<file path="config.mk">
export PLATFORM = sky130hd
export DESIGN_NAME = htdv_view
export DESIGN_NICKNAME = d
export VERILOG_FILES = /design/src/verilog/htdv_pkg.sv /design/src/verilog/htdv_tank_mem.sv /design/src/verilog/htdv_view.sv
export VERILOG_INCLUDE_DIRS = /design/src /design/src/verilog
export SDC_FILE = /design/constraint.sdc
export NUM_CORES = 1
export LEC_CHECK = 0
export BUFFER_PORTS_ARGS = -buffer_cell sky130_fd_sc_hd__buf_2
export CORE_ASPECT_RATIO = 1.2
export CORE_MARGIN = 10
export CORE_UTILIZATION = 40
export CTS_CLUSTER_DIAMETER = 150
export DETAILED_ROUTE_END_ITERATION = 7
export GPL_TIMING_DRIVEN = 0
export HOLD_SLACK_MARGIN = 0.08
export PLACE_DENSITY = 0.72
export SLEW_MARGIN = 25
export SYNTH_ARGS = -nofsm -noshare
export SYNTH_HDL_FRONTEND = slang
export SYNTH_SLANG_ARGS = --single-unit
</file>
<file path="constraint.sdc">
create_clock -name SYS_CLK -period 1.51 [get_ports SYS_CLK]
set_input_delay 0.0755 -clock SYS_CLK [delete_from_list [all_inputs] [get_ports SYS_CLK]]
set_output_delay 0.0755 -clock SYS_CLK [all_outputs]
set_load 0.05 [all_outputs]
</file>
<file path="src/verilog/htdv_cfg.svh">
// constants of the holding tank debug view: offsets, field positions, reset values
`ifndef HTDV_CFG_SVH
`define HTDV_CFG_SVH

////////////////////////////////////////////////////////////////////////////////
// register byte offsets
`define HTDV_OFS_PTR_A      12'h008
`define HTDV_OFS_PTR_B      12'h00C
`define HTDV_OFS_CTRL_UP    12'h010
`define HTDV_OFS_CTRL_LO    12'h014
`define HTDV_OFS_SEL        12'h024

////////////////////////////////////////////////////////////////////////////////
// upper control half field positions
`define HTDV_UP_WHOLE       29
`define HTDV_UP_FOUR        28
`define HTDV_UP_IMM_SWAP    27
`define HTDV_UP_SHARE_HI    26
`define HTDV_UP_SHARE_LO    22
`define HTDV_UP_DWORD       19
`define HTDV_UP_ERR_HI      18
`define HTDV_UP_ERR_LO      17
`define HTDV_UP_SOB         16
`define HTDV_UP_TRUST       15
`define HTDV_UP_SRC_HI      10
`define HTDV_UP_SRC_LO      8
`define HTDV_UP_TAG_HI      2
`define HTDV_UP_TAG_LO      0

////////////////////////////////////////////////////////////////////////////////
// lower control half field positions
`define HTDV_LO_OCTX_HI     31
`define HTDV_LO_OCTX_LO     21
`define HTDV_LO_ODOM_HI     19
`define HTDV_LO_ODOM_LO     16
`define HTDV_LO_PCTX_HI     15
`define HTDV_LO_PCTX_LO     5
`define HTDV_LO_PSEC        4
`define HTDV_LO_PDOM_HI     3
`define HTDV_LO_PDOM_LO     0

////////////////////////////////////////////////////////////////////////////////
// select field and reset values
`define HTDV_SEL_BIT        0
`define HTDV_RST_SEL        1'h0
`define HTDV_RST_WORD       32'h0000_0000

`endif

</file>
<file path="src/verilog/htdv_pkg.sv">
// types shared by the holding tank debug view
package htdv_pkg;

   // job source codes
   typedef enum logic [2:0] {
      HTDV_SRC_RING0   = 3'h0,
      HTDV_SRC_RING1   = 3'h1,
      HTDV_SRC_RING2   = 3'h2,
      HTDV_SRC_CHECKER = 3'h4
   } htdv_src_t;

   // tank error codes
   typedef enum logic [1:0] {
      HTDV_ERR_NONE = 2'h0,
      HTDV_ERR_LEN  = 2'h1,
      HTDV_ERR_BUS  = 2'h2,
      HTDV_ERR_RSVD = 2'h3
   } htdv_err_t;

   // register decode
   typedef enum logic [2:0] {
      HTDV_REG_NONE  = 3'h0,
      HTDV_REG_PTR_A = 3'h1,
      HTDV_REG_PTR_B = 3'h2,
      HTDV_REG_UP    = 3'h3,
      HTDV_REG_LO    = 3'h4,
      HTDV_REG_SEL   = 3'h5
   } htdv_reg_t;

endpackage : htdv_pkg

</file>
<file path="src/verilog/htdv_tank_mem.sv">
// per-tank storage with one write port and a registered read port
`timescale 1ns/1ps

module htdv_tank_mem
   import htdv_pkg::*;
#(
   parameter int WIDTH = 96,
   parameter int DEPTH = 2,
   parameter int AW    = 1
) (
   // clock and reset
   input  wire logic             clk,
   input  wire logic             rst_n,
   // write port
   input  wire logic             wr_en,
   input  wire logic [AW-1:0]    wr_addr,
   input  wire logic [WIDTH-1:0] wr_data,
   // read port
   input  wire logic [AW-1:0]    rd_addr,
   output logic      [WIDTH-1:0] rd_data
);

   logic [WIDTH-1:0] mem_reg [DEPTH];

   // refuse a depth that the address cannot reach
   if (DEPTH < 1 || DEPTH > (1 << AW)) begin : g_bad_depth
      $error("htdv_tank_mem: DEPTH does not fit AW");
   end

   // storage, cleared at reset so an empty tank reads zero
   always_ff @(posedge clk or negedge rst_n) begin
      if (!rst_n) begin
         for (int i = 0; i < DEPTH; i++) mem_reg[i] <= '0;
      end else if (wr_en) begin
         mem_reg[wr_addr] <= wr_data;
      end
   end

   // registered read
   always_ff @(posedge clk or negedge rst_n) begin
      if (!rst_n) rd_data <= '0;
      else        rd_data <= mem_reg[rd_addr];
   end

endmodule : htdv_tank_mem

</file>
<file path="src/verilog/htdv_view.sv">
// holding tank debug view: tank store, select register and read-only register port
`timescale 1ns/1ps
`include "htdv_cfg.svh"

module htdv_view
   import htdv_pkg::*;
#(
   parameter int NUM_TANKS = 2,
   parameter bit PREFETCH  = 1'b1
) (
   // clock and reset
   input  wire logic        SYS_CLK,
   input  wire logic        RST_N,
   // register port
   input  wire logic [11:0] ADDR,
   input  wire logic [31:0] WDATA,
   input  wire logic        WR,
   input  wire logic        RD,
   output logic      [31:0] RDATA,
   // tank load from the queue controller
   input  wire logic        LOAD,
   input  wire logic        LOAD_TANK,
   input  wire logic [31:0] LOAD_SD_PTR,
   input  wire logic        LOAD_WHOLE,
   input  wire logic        LOAD_FOUR,
   input  wire logic        LOAD_IMM_SWAP,
   input  wire logic [4:0]  LOAD_SHARE_SRC,
   input  wire logic        LOAD_DWORD_ORDER,
   input  wire logic [1:0]  LOAD_ERR,
   input  wire logic        LOAD_SOB,
   input  wire logic        LOAD_ALLOW_TRUSTED,
   input  wire logic [2:0]  LOAD_JOB_SRC,
   input  wire logic [2:0]  LOAD_JOB_TAG,
   input  wire logic [10:0] LOAD_OUT_CTX,
   input  wire logic [3:0]  LOAD_OUT_DOM,
   input  wire logic [10:0] LOAD_PRIM_CTX,
   input  wire logic        LOAD_PRIM_SEC,
   input  wire logic [3:0]  LOAD_PRIM_DOM,
   // configuration
   input  wire logic        WORD_SWAP_CFG,
   input  wire logic        SPLIT_OUT_CFG,
   input  wire logic        ACC_DATA_WRITE,
   // attributes and flags of the selected tank
   output logic [10:0]      VIEW_ATTR_CTX,
   output logic [3:0]       VIEW_ATTR_DOM,
   output logic             VIEW_ATTR_SEC,
   output logic             VIEW_SRC_RSVD,
   output logic             VIEW_FULL_DESC
);

   localparam int W = 96;

   // refuse a tank count that the one-bit select cannot serve
   if (NUM_TANKS < 1 || NUM_TANKS > 2) begin : g_bad_tanks
      $error("htdv_view: NUM_TANKS must be 1 or 2");
   end

   ////////////////////////////////////////////////////////////////////////////
   // register decode
   function automatic htdv_reg_t reg_decode(input logic [11:0] a);
      unique case (a)
         `HTDV_OFS_PTR_A:   reg_decode = HTDV_REG_PTR_A;
         `HTDV_OFS_PTR_B:   reg_decode = HTDV_REG_PTR_B;
         `HTDV_OFS_CTRL_UP: reg_decode = HTDV_REG_UP;
         `HTDV_OFS_CTRL_LO: reg_decode = HTDV_REG_LO;
         `HTDV_OFS_SEL:     reg_decode = HTDV_REG_SEL;
         default:           reg_decode = HTDV_REG_NONE;
      endcase
   endfunction : reg_decode

   htdv_reg_t   reg_hit;
   logic        sel_wr;
   logic        sel_reg;
   logic        sel_next;
   logic        wr_sel_val;
   logic [31:0] up_word;
   logic [31:0] lo_word;
   logic [1:0]  err_keep;
   logic        sob_keep;
   logic [W-1:0] mem_q;
   logic [31:0] q_ptr;
   logic [31:0] q_up;
   logic [31:0] q_lo;
   logic [31:0] ptr_a;
   logic [31:0] ptr_b;
   logic [31:0] rdata_next;
   logic [10:0] ctx_next;
   logic [3:0]  dom_next;
   logic        src_rsvd_next;

   assign reg_hit = reg_decode(ADDR);

   ////////////////////////////////////////////////////////////////////////////
   // tank select: only the select register takes writes, view registers ignore them
   assign sel_wr     = WR && (reg_hit == HTDV_REG_SEL);
   assign wr_sel_val = WDATA[`HTDV_SEL_BIT];
   // an index past the last tank stores zero
   assign sel_next   = sel_wr ? ((32'(wr_sel_val) < NUM_TANKS) ? wr_sel_val : 1'b0) : sel_reg;

   always_ff @(posedge SYS_CLK or negedge RST_N) begin
      if (!RST_N) sel_reg <= `HTDV_RST_SEL;
      else        sel_reg <= sel_next;
   end

   ////////////////////////////////////////////////////////////////////////////
   // prefetch fields exist only when prefetching is built in
   assign err_keep = PREFETCH ? LOAD_ERR : HTDV_ERR_NONE;
   assign sob_keep = PREFETCH ? LOAD_SOB : 1'b0;

   // pack the upper control half; step and single-job positions stay zero
   always_comb begin
      up_word                                     = `HTDV_RST_WORD;
      up_word[`HTDV_UP_WHOLE]                     = LOAD_WHOLE;
      up_word[`HTDV_UP_FOUR]                      = LOAD_FOUR;
      up_word[`HTDV_UP_IMM_SWAP]                  = LOAD_IMM_SWAP;
      up_word[`HTDV_UP_SHARE_HI:`HTDV_UP_SHARE_LO] = LOAD_SHARE_SRC;
      up_word[`HTDV_UP_DWORD]                     = LOAD_DWORD_ORDER;
      up_word[`HTDV_UP_ERR_HI:`HTDV_UP_ERR_LO]    = err_keep;
      up_word[`HTDV_UP_SOB]                       = sob_keep;
      up_word[`HTDV_UP_TRUST]                     = LOAD_ALLOW_TRUSTED;
      up_word[`HTDV_UP_SRC_HI:`HTDV_UP_SRC_LO]    = LOAD_JOB_SRC;
      up_word[`HTDV_UP_TAG_HI:`HTDV_UP_TAG_LO]    = LOAD_JOB_TAG;
   end

   // pack the lower control half
   always_comb begin
      lo_word                                    = `HTDV_RST_WORD;
      lo_word[`HTDV_LO_OCTX_HI:`HTDV_LO_OCTX_LO] = LOAD_OUT_CTX;
      lo_word[`HTDV_LO_ODOM_HI:`HTDV_LO_ODOM_LO] = LOAD_OUT_DOM;
      lo_word[`HTDV_LO_PCTX_HI:`HTDV_LO_PCTX_LO] = LOAD_PRIM_CTX;
      lo_word[`HTDV_LO_PSEC]                     = LOAD_PRIM_SEC;
      lo_word[`HTDV_LO_PDOM_HI:`HTDV_LO_PDOM_LO] = LOAD_PRIM_DOM;
   end

   ////////////////////////////////////////////////////////////////////////////
   // tank storage, read at the next select so a fresh select shows at once
   htdv_tank_mem #(
      .WIDTH (W),
      .DEPTH (NUM_TANKS),
      .AW    (1)
   ) u_mem (
      .clk     (SYS_CLK),
      .rst_n   (RST_N),
      .wr_en   (LOAD),
      .wr_addr (LOAD_TANK),
      .wr_data ({LOAD_SD_PTR, up_word, lo_word}),
      .rd_addr (sel_next),
      .rd_data (mem_q)
   );

   assign q_ptr = mem_q[95:64];
   assign q_up  = mem_q[63:32];
   assign q_lo  = mem_q[31:0];

   ////////////////////////////////////////////////////////////////////////////
   // pointer halves follow the word order setting; the upper half reads zero
   assign ptr_a = WORD_SWAP_CFG ? q_ptr : `HTDV_RST_WORD;
   assign ptr_b = WORD_SWAP_CFG ? `HTDV_RST_WORD : q_ptr;

   // read mux; control halves sit at fixed offsets whatever the order setting
   always_comb begin
      unique case (reg_hit)
         HTDV_REG_PTR_A: rdata_next = ptr_a;
         HTDV_REG_PTR_B: rdata_next = ptr_b;
         HTDV_REG_UP:    rdata_next = q_up;
         HTDV_REG_LO:    rdata_next = q_lo;
         HTDV_REG_SEL:   rdata_next = {31'h0000_0000, sel_reg};
         HTDV_REG_NONE:  rdata_next = `HTDV_RST_WORD;
         default:        rdata_next = `HTDV_RST_WORD;
      endcase
   end

   // read data stand only in the cycle after the strobe
   always_ff @(posedge SYS_CLK or negedge RST_N) begin
      if (!RST_N) RDATA <= `HTDV_RST_WORD;
      else        RDATA <= RD ? rdata_next : `HTDV_RST_WORD;
   end

   ////////////////////////////////////////////////////////////////////////////
   // bus attributes of the selected tank for the access kind at hand
   assign ctx_next = (SPLIT_OUT_CFG && ACC_DATA_WRITE) ? q_lo[`HTDV_LO_OCTX_HI:`HTDV_LO_OCTX_LO]
                                                       : q_lo[`HTDV_LO_PCTX_HI:`HTDV_LO_PCTX_LO];
   assign dom_next = (SPLIT_OUT_CFG && ACC_DATA_WRITE) ? q_lo[`HTDV_LO_ODOM_HI:`HTDV_LO_ODOM_LO]
                                                       : q_lo[`HTDV_LO_PDOM_HI:`HTDV_LO_PDOM_LO];
   assign src_rsvd_next = !(q_up[`HTDV_UP_SRC_HI:`HTDV_UP_SRC_LO] inside
                            {HTDV_SRC_RING0, HTDV_SRC_RING1, HTDV_SRC_RING2, HTDV_SRC_CHECKER});

   always_ff @(posedge SYS_CLK or negedge RST_N) begin
      if (!RST_N) begin
         VIEW_ATTR_CTX  <= 11'h000;
         VIEW_ATTR_DOM  <= 4'h0;
         VIEW_ATTR_SEC  <= 1'b0;
         VIEW_SRC_RSVD  <= 1'b0;
         VIEW_FULL_DESC <= 1'b0;
      end else begin
         VIEW_ATTR_CTX  <= ctx_next;
         VIEW_ATTR_DOM  <= dom_next;
         VIEW_ATTR_SEC  <= q_lo[`HTDV_LO_PSEC];
         VIEW_SRC_RSVD  <= src_rsvd_next;
         // whole flag alone: with or without frame data the complete descriptor is held
         VIEW_FULL_DESC <= q_up[`HTDV_UP_WHOLE];
      end
   end

   ////////////////////////////////////////////////////////////////////////////
   // checks
   chk_sel_clamp: assert property (@(posedge SYS_CLK) disable iff (!RST_N)
      sel_wr && (32'(wr_sel_val) >= NUM_TANKS) |=> sel_reg == 1'b0)
      else $error("select past last tank not stored as zero");

   chk_view_write_ignored: assert property (@(posedge SYS_CLK) disable iff (!RST_N)
      WR && reg_hit != HTDV_REG_SEL |=> $stable(sel_reg))
      else $error("write to a view register changed the select");

   chk_upper_layout: assert property (@(posedge SYS_CLK) disable iff (!RST_N)
      RD && reg_hit == HTDV_REG_UP |=> RDATA[31:30] == 2'h0 && RDATA[21:20] == 2'h0 && RDATA[14:11] == 4'h0
      && RDATA[7:3] == 5'h0)
      else $error("reserved upper bits not zero");

   chk_upper_fixed: assert property (@(posedge SYS_CLK) disable iff (!RST_N)
      RD && reg_hit == HTDV_REG_UP |=> RDATA == $past(q_up))
      else $error("upper half read wrong word");

   chk_lower_fixed: assert property (@(posedge SYS_CLK) disable iff (!RST_N)
      RD && reg_hit == HTDV_REG_LO |=> RDATA == $past(q_lo) && RDATA[20] == 1'b0)
      else $error("lower half read wrong word");

   chk_prefetch_off: assert property (@(posedge SYS_CLK) disable iff (!RST_N)
      !PREFETCH && RD && reg_hit == HTDV_REG_UP |=> RDATA[18:16] == 3'h0)
      else $error("prefetch fields set without prefetch");

   chk_ptr_reserved: assert property (@(posedge SYS_CLK) disable iff (!RST_N)
      RD && ((reg_hit == HTDV_REG_PTR_A && !WORD_SWAP_CFG) || (reg_hit == HTDV_REG_PTR_B && WORD_SWAP_CFG))
      |=> RDATA == 32'h0000_0000)
      else $error("pointer upper half not zero");

   chk_data_one_cycle: assert property (@(posedge SYS_CLK) disable iff (!RST_N)
      !RD |=> RDATA == 32'h0000_0000)
      else $error("read data outside the answer cycle");

   chk_out_attr: assert property (@(posedge SYS_CLK) disable iff (!RST_N)
      SPLIT_OUT_CFG && ACC_DATA_WRITE |=> VIEW_ATTR_CTX == $past(q_lo[31:21]) && VIEW_ATTR_DOM == $past(q_lo[19:16]))
      else $error("split data write did not use output attributes");

   chk_prim_attr: assert property (@(posedge SYS_CLK) disable iff (!RST_N)
      !(SPLIT_OUT_CFG && ACC_DATA_WRITE) |=> VIEW_ATTR_CTX == $past(q_lo[15:5])
      && VIEW_ATTR_DOM == $past(q_lo[3:0]) && VIEW_ATTR_SEC == $past(q_lo[4]))
      else $error("primary attributes not used");

   chk_load_visible: assert property (@(posedge SYS_CLK) disable iff (!RST_N)
      LOAD && LOAD_TANK == sel_next && !sel_wr ##1 !LOAD && !sel_wr ##1 RD && reg_hit == HTDV_REG_UP
      |=> RDATA[2:0] == $past(LOAD_JOB_TAG, 3))
      else $error("loaded job tag not visible");

   // registered flags agree with the word that a read returns in the same cycle
   chk_full_desc_flag: assert property (@(posedge SYS_CLK) disable iff (!RST_N)
      RD && reg_hit == HTDV_REG_UP |=> VIEW_FULL_DESC == RDATA[`HTDV_UP_WHOLE])
      else $error("full descriptor flag differs from whole bit");

   chk_src_flag: assert property (@(posedge SYS_CLK) disable iff (!RST_N)
      RD && reg_hit == HTDV_REG_UP |=> VIEW_SRC_RSVD == (RDATA[10:8] inside {3'h3, 3'h5, 3'h6, 3'h7}))
      else $error("reserved source flag differs from source field");

   chk_sec_attr: assert property (@(posedge SYS_CLK) disable iff (!RST_N)
      RD && reg_hit == HTDV_REG_LO |=> VIEW_ATTR_SEC == RDATA[`HTDV_LO_PSEC])
      else $error("secure world output differs from stored bit");

   chk_ptr_order: assert property (@(posedge SYS_CLK) disable iff (!RST_N)
      RD && ((reg_hit == HTDV_REG_PTR_B && !WORD_SWAP_CFG) || (reg_hit == HTDV_REG_PTR_A && WORD_SWAP_CFG))
      |=> RDATA == $past(q_ptr))
      else $error("pointer address word in wrong place");

   chk_unmapped_zero: assert property (@(posedge SYS_CLK) disable iff (!RST_N)
      RD && reg_hit == HTDV_REG_NONE |=> RDATA == 32'h0000_0000)
      else $error("unmapped read not zero");

   cov_swap_ptr:   cover property (@(posedge SYS_CLK) disable iff (!RST_N) RD && reg_hit == HTDV_REG_PTR_A && WORD_SWAP_CFG);
   cov_sel_switch: cover property (@(posedge SYS_CLK) disable iff (!RST_N) sel_wr ##1 RD && reg_hit == HTDV_REG_UP);
   cov_split_wr:   cover property (@(posedge SYS_CLK) disable iff (!RST_N) SPLIT_OUT_CFG && ACC_DATA_WRITE);
   cov_full_desc:  cover property (@(posedge SYS_CLK) disable iff (!RST_N) VIEW_FULL_DESC);
   cov_src_rsvd:   cover property (@(posedge SYS_CLK) disable iff (!RST_N) VIEW_SRC_RSVD);

endmodule : htdv_view

</file>
==> flow_metrics.tcl <==
set metrics [dict create \
    max-slew-margin-rel_pct 48.0 \
    cts_tree "done" \
    ff2ff_setup_slack_ns 0.06 \
    die_h_um 203 \
    period_minus_slack_ns 1.45 \
    hp-class "in -> async" \
    seqPwrFrac_pct 50.7 \
    avgSynthCellArea_um2 16.3 \
    endpoint_kind "flip-flop" \
    clock_sinks 297 \
    syn_to_final_growth_pct 28.3 \
    critPathLaunch "sel_reg" \
    rows 66 \
    ys_types 27 \
    top_layer_used "met4" \
    power.share.switching_pct 24.0 \
    worst_pin_slew_ns 0.780 \
    met1_length_um 11000 \
    dp_hpwl_um 19300 \
    final_area_um2 14300 \
    wl_per_cell_um 20.6 \
    drive_gt1_share_pct 49.6 \
    drc_errors 0 \
    syn_inst 684 \
    cts_root_buffer "clkbuf_16" \
    ir_drop_v 0.000824 \
    yosys_warnings 0 \
    worstPathRequired_ns 1.93 \
    internal-power_w 0.0143 \
    p_per_area_nw_per_um2 1320 \
    viasPerCell 4.99 \
    yosysSeqAreaShare_pct 66.7 \
    htree_levels 1 \
    fmax_mhz 690 \
    grt_pass1_wl_um 42200 \
    p_leak_nw 6.37 \
    multi_input_comb_area_um2 3540 \
    r2r_cells 4 \
    cts_buffers 28 \
    largest_reg_flops 164 \
    routed_wl_um 27200 \
    drt_iter0_markers 315 \
    p_clk_share_pct 37.2 \
    pwr-share-comb_pct 12.1 \
    track_usage_pct 15.6 \
    hold_viol 0 \
    r2r_end "u_mem.rd_data[54]" \
    synth_edf_count 0 \
    ant_nets 0 \
    numPortBuffers 152 \
    slew_violations 0 \
    vias 6577 \
    placedInstanceArea_um2 12400 \
    syn_nets 819 \
    switchingPower_w 0.00453 \
    ys_ff_latch 297 \
    synthFlopType "dfrtp_1" \
    async_reset_ff_share_pct 100 \
    fillers 2276 \
    start_util_pct 40.9 \
    drv_cap 0 \
    r2r_start "sel_reg" \
    die_w_um 172 \
    path_max_fanout 10 \
    dr.pass1.iters 5 \
    startpoint_type "flip-flop" \
    grt_remaining_overflow 0 \
    gp_congestion 0.782 \
    grt_max_degree 98 \
    core_region_area_um2 27300 \
    worstPathArrival_ns 1.86 \
    clkLatencyLatePin_ns 0.53 \
    antenna_found_initial 1 \
    min_period_over_period_pct 95.9 \
    num_io_pins 185 \
    wl_met3_um 1390 \
    clock_path_buffers 3 \
    fin_nets 1093 \
    syn_area_um2 11100 \
    setup_violations 0 \
    seqCellArea_um2 7430 \
    status "completed" \
    fin_worst_skew_ns 0.00777 \
    clkTransAtPathRegs_ns 0.06 \
    worstSetupPathType "reg -> reg" \
    routed-wl-met2_um 14000 \
    die-area_um2 35000 \
    grt_pass1_vias 7428 \
    finalPower_w 0.0189 \
    endpoint "u_mem.rd_data[54]" \
]
==> repair_timing <==
item                                    in CTS  in global routing
endpoints found under the setup margin      77                150
endpoints found under the hold margin      375                 13
setup buffers                                1                  1
resized for setup                            3                 14
hold buffers                                85                  1
gates cloned                                 0                  1
==> critical path, stage by stage (launching register included) <==
cell,delay [ns]
dfrtp_1,0.41
mux2i_4,0.20
buf_4,0.20
buf_6,0.17
mux2_2,0.35
==> cell families (layout without fill, tap and decap cells) <==
kind of cell / Yosys count / count (layout) / synth area share, %
AND/OR/NAND/NOR: 48 / 48 / 2.01
buffers and inverters: 40 / 334 / 1.88
multiplexers: 263 / 263 / 26.6
flip-flops: 297 / 297 / 66.7
AO/OA/AOI/OAI: 34 / 34 / 2.66
adder cells (fa/ha/maj): 1 / 1 / 0.0899
XOR/XNOR: 1 / 1 / 0.0786
other: 0 / 1 / 0
==> through the flow <==
step / instances / worst slack [ns] / TNS [ns] / utilization, % / hold slack [ns]
floorplan: 684 / 0.000989 / 0 / - / -0.220
global placement: 1176 / -4.95 / -1571.39 / 45.3 / 0.320
detailed placement: 1179 / -0.591 / -110.29 / 45.6 / 0.0217
CTS: 1315 / 0.00312 / 0 / 52.2 / 0.0469
global route: 1319 / -0.0154 / -0.0292 / 52.5 / 0.0327
finish: 1319 / 0.0614 / 0 / 52.5 / 0.0191
==> synthesized netlist by cell type, drive strengths merged, types with 2 or more instances <==
master | instances | area, µm²
a222oi | 18 | 180
a22oi | 13 | 97.6
buf | 10 | 96.4
clkbuf | 28 | 105
dfrtp | 297 | 7430
inv | 2 | 7.51
mux2 | 261 | 2940
mux2i | 2 | 20.0
nand2 | 3 | 11.3
nand2b | 2 | 12.5
nor2 | 33 | 124
nor3 | 2 | 15.0
nor4 | 2 | 12.5
==> layer usage <==
metal	track usage, %	up-vias
met1	19.0	3375
met4	5.21	0
li1	-	3011
met2	26.9	149
met5	0	-
met3	2.76	42
==> placed cells by master (no fill, tap or decap), types with 2 or more instances in the layout <==
master	instances
a22oi_1	13
clkbuf_1	27
dlygate4sd3_1	86
a222oi_1	18
buf_2	152
clkbuf_8	9
dfrtp_1	297
clkbuf_2	5
clkinvlp_4	3
buf_6	8
nor4_4	2
buf_4	4
clkinv_2	4
clkbuf_16	29
inv_1	2
buf_16	3
nand2b_1	2
nand2_1	3
nor2_1	33
mux2_2	261
==> worst min-delay path by stage <==
stage                              to  slack, ns  depth (start not counted)
finish                       RDATA[1]       0.02                          2
global route                 RDATA[1]       0.03                          2
CTS                 u_mem.mem_reg[40]       0.05                          2
detailed placement  u_mem.mem_reg[40]       0.02                          1
global placement    u_mem.mem_reg[94]       0.32                          2
floorplan                    RDATA[0]      -0.22                          0
==> layout make-up <==
class / count / area share, %
clock buffer: 42 / 6.05
tap: 340 / 2.98
buffer: 38 / 1.50
sequential: 297 / 52.0
clock inverter: 8 / 0.508
inverter: 2 / 0.0525
timing repair buffer: 244 / 12.1
multi-input combinational: 347 / 24.8
antenna: 1 / 0.0175
==> power groups by stage <==
stage | Sequential (W) | Combinational, W | Clock [W]
finish | 0.00957 | 0.00229 | 0.00701
global placement | 0.00967 | 0.00203 | 0
floorplan | 0.00976 | 0.00115 | 0
detailed placement | 0.00971 | 0.00212 | 0
CTS | 0.00957 | 0.00232 | 0.00716
global route | 0.00968 | 0.00249 | 0.00747
No activity file was read; power rests on OpenSTA's default activity.
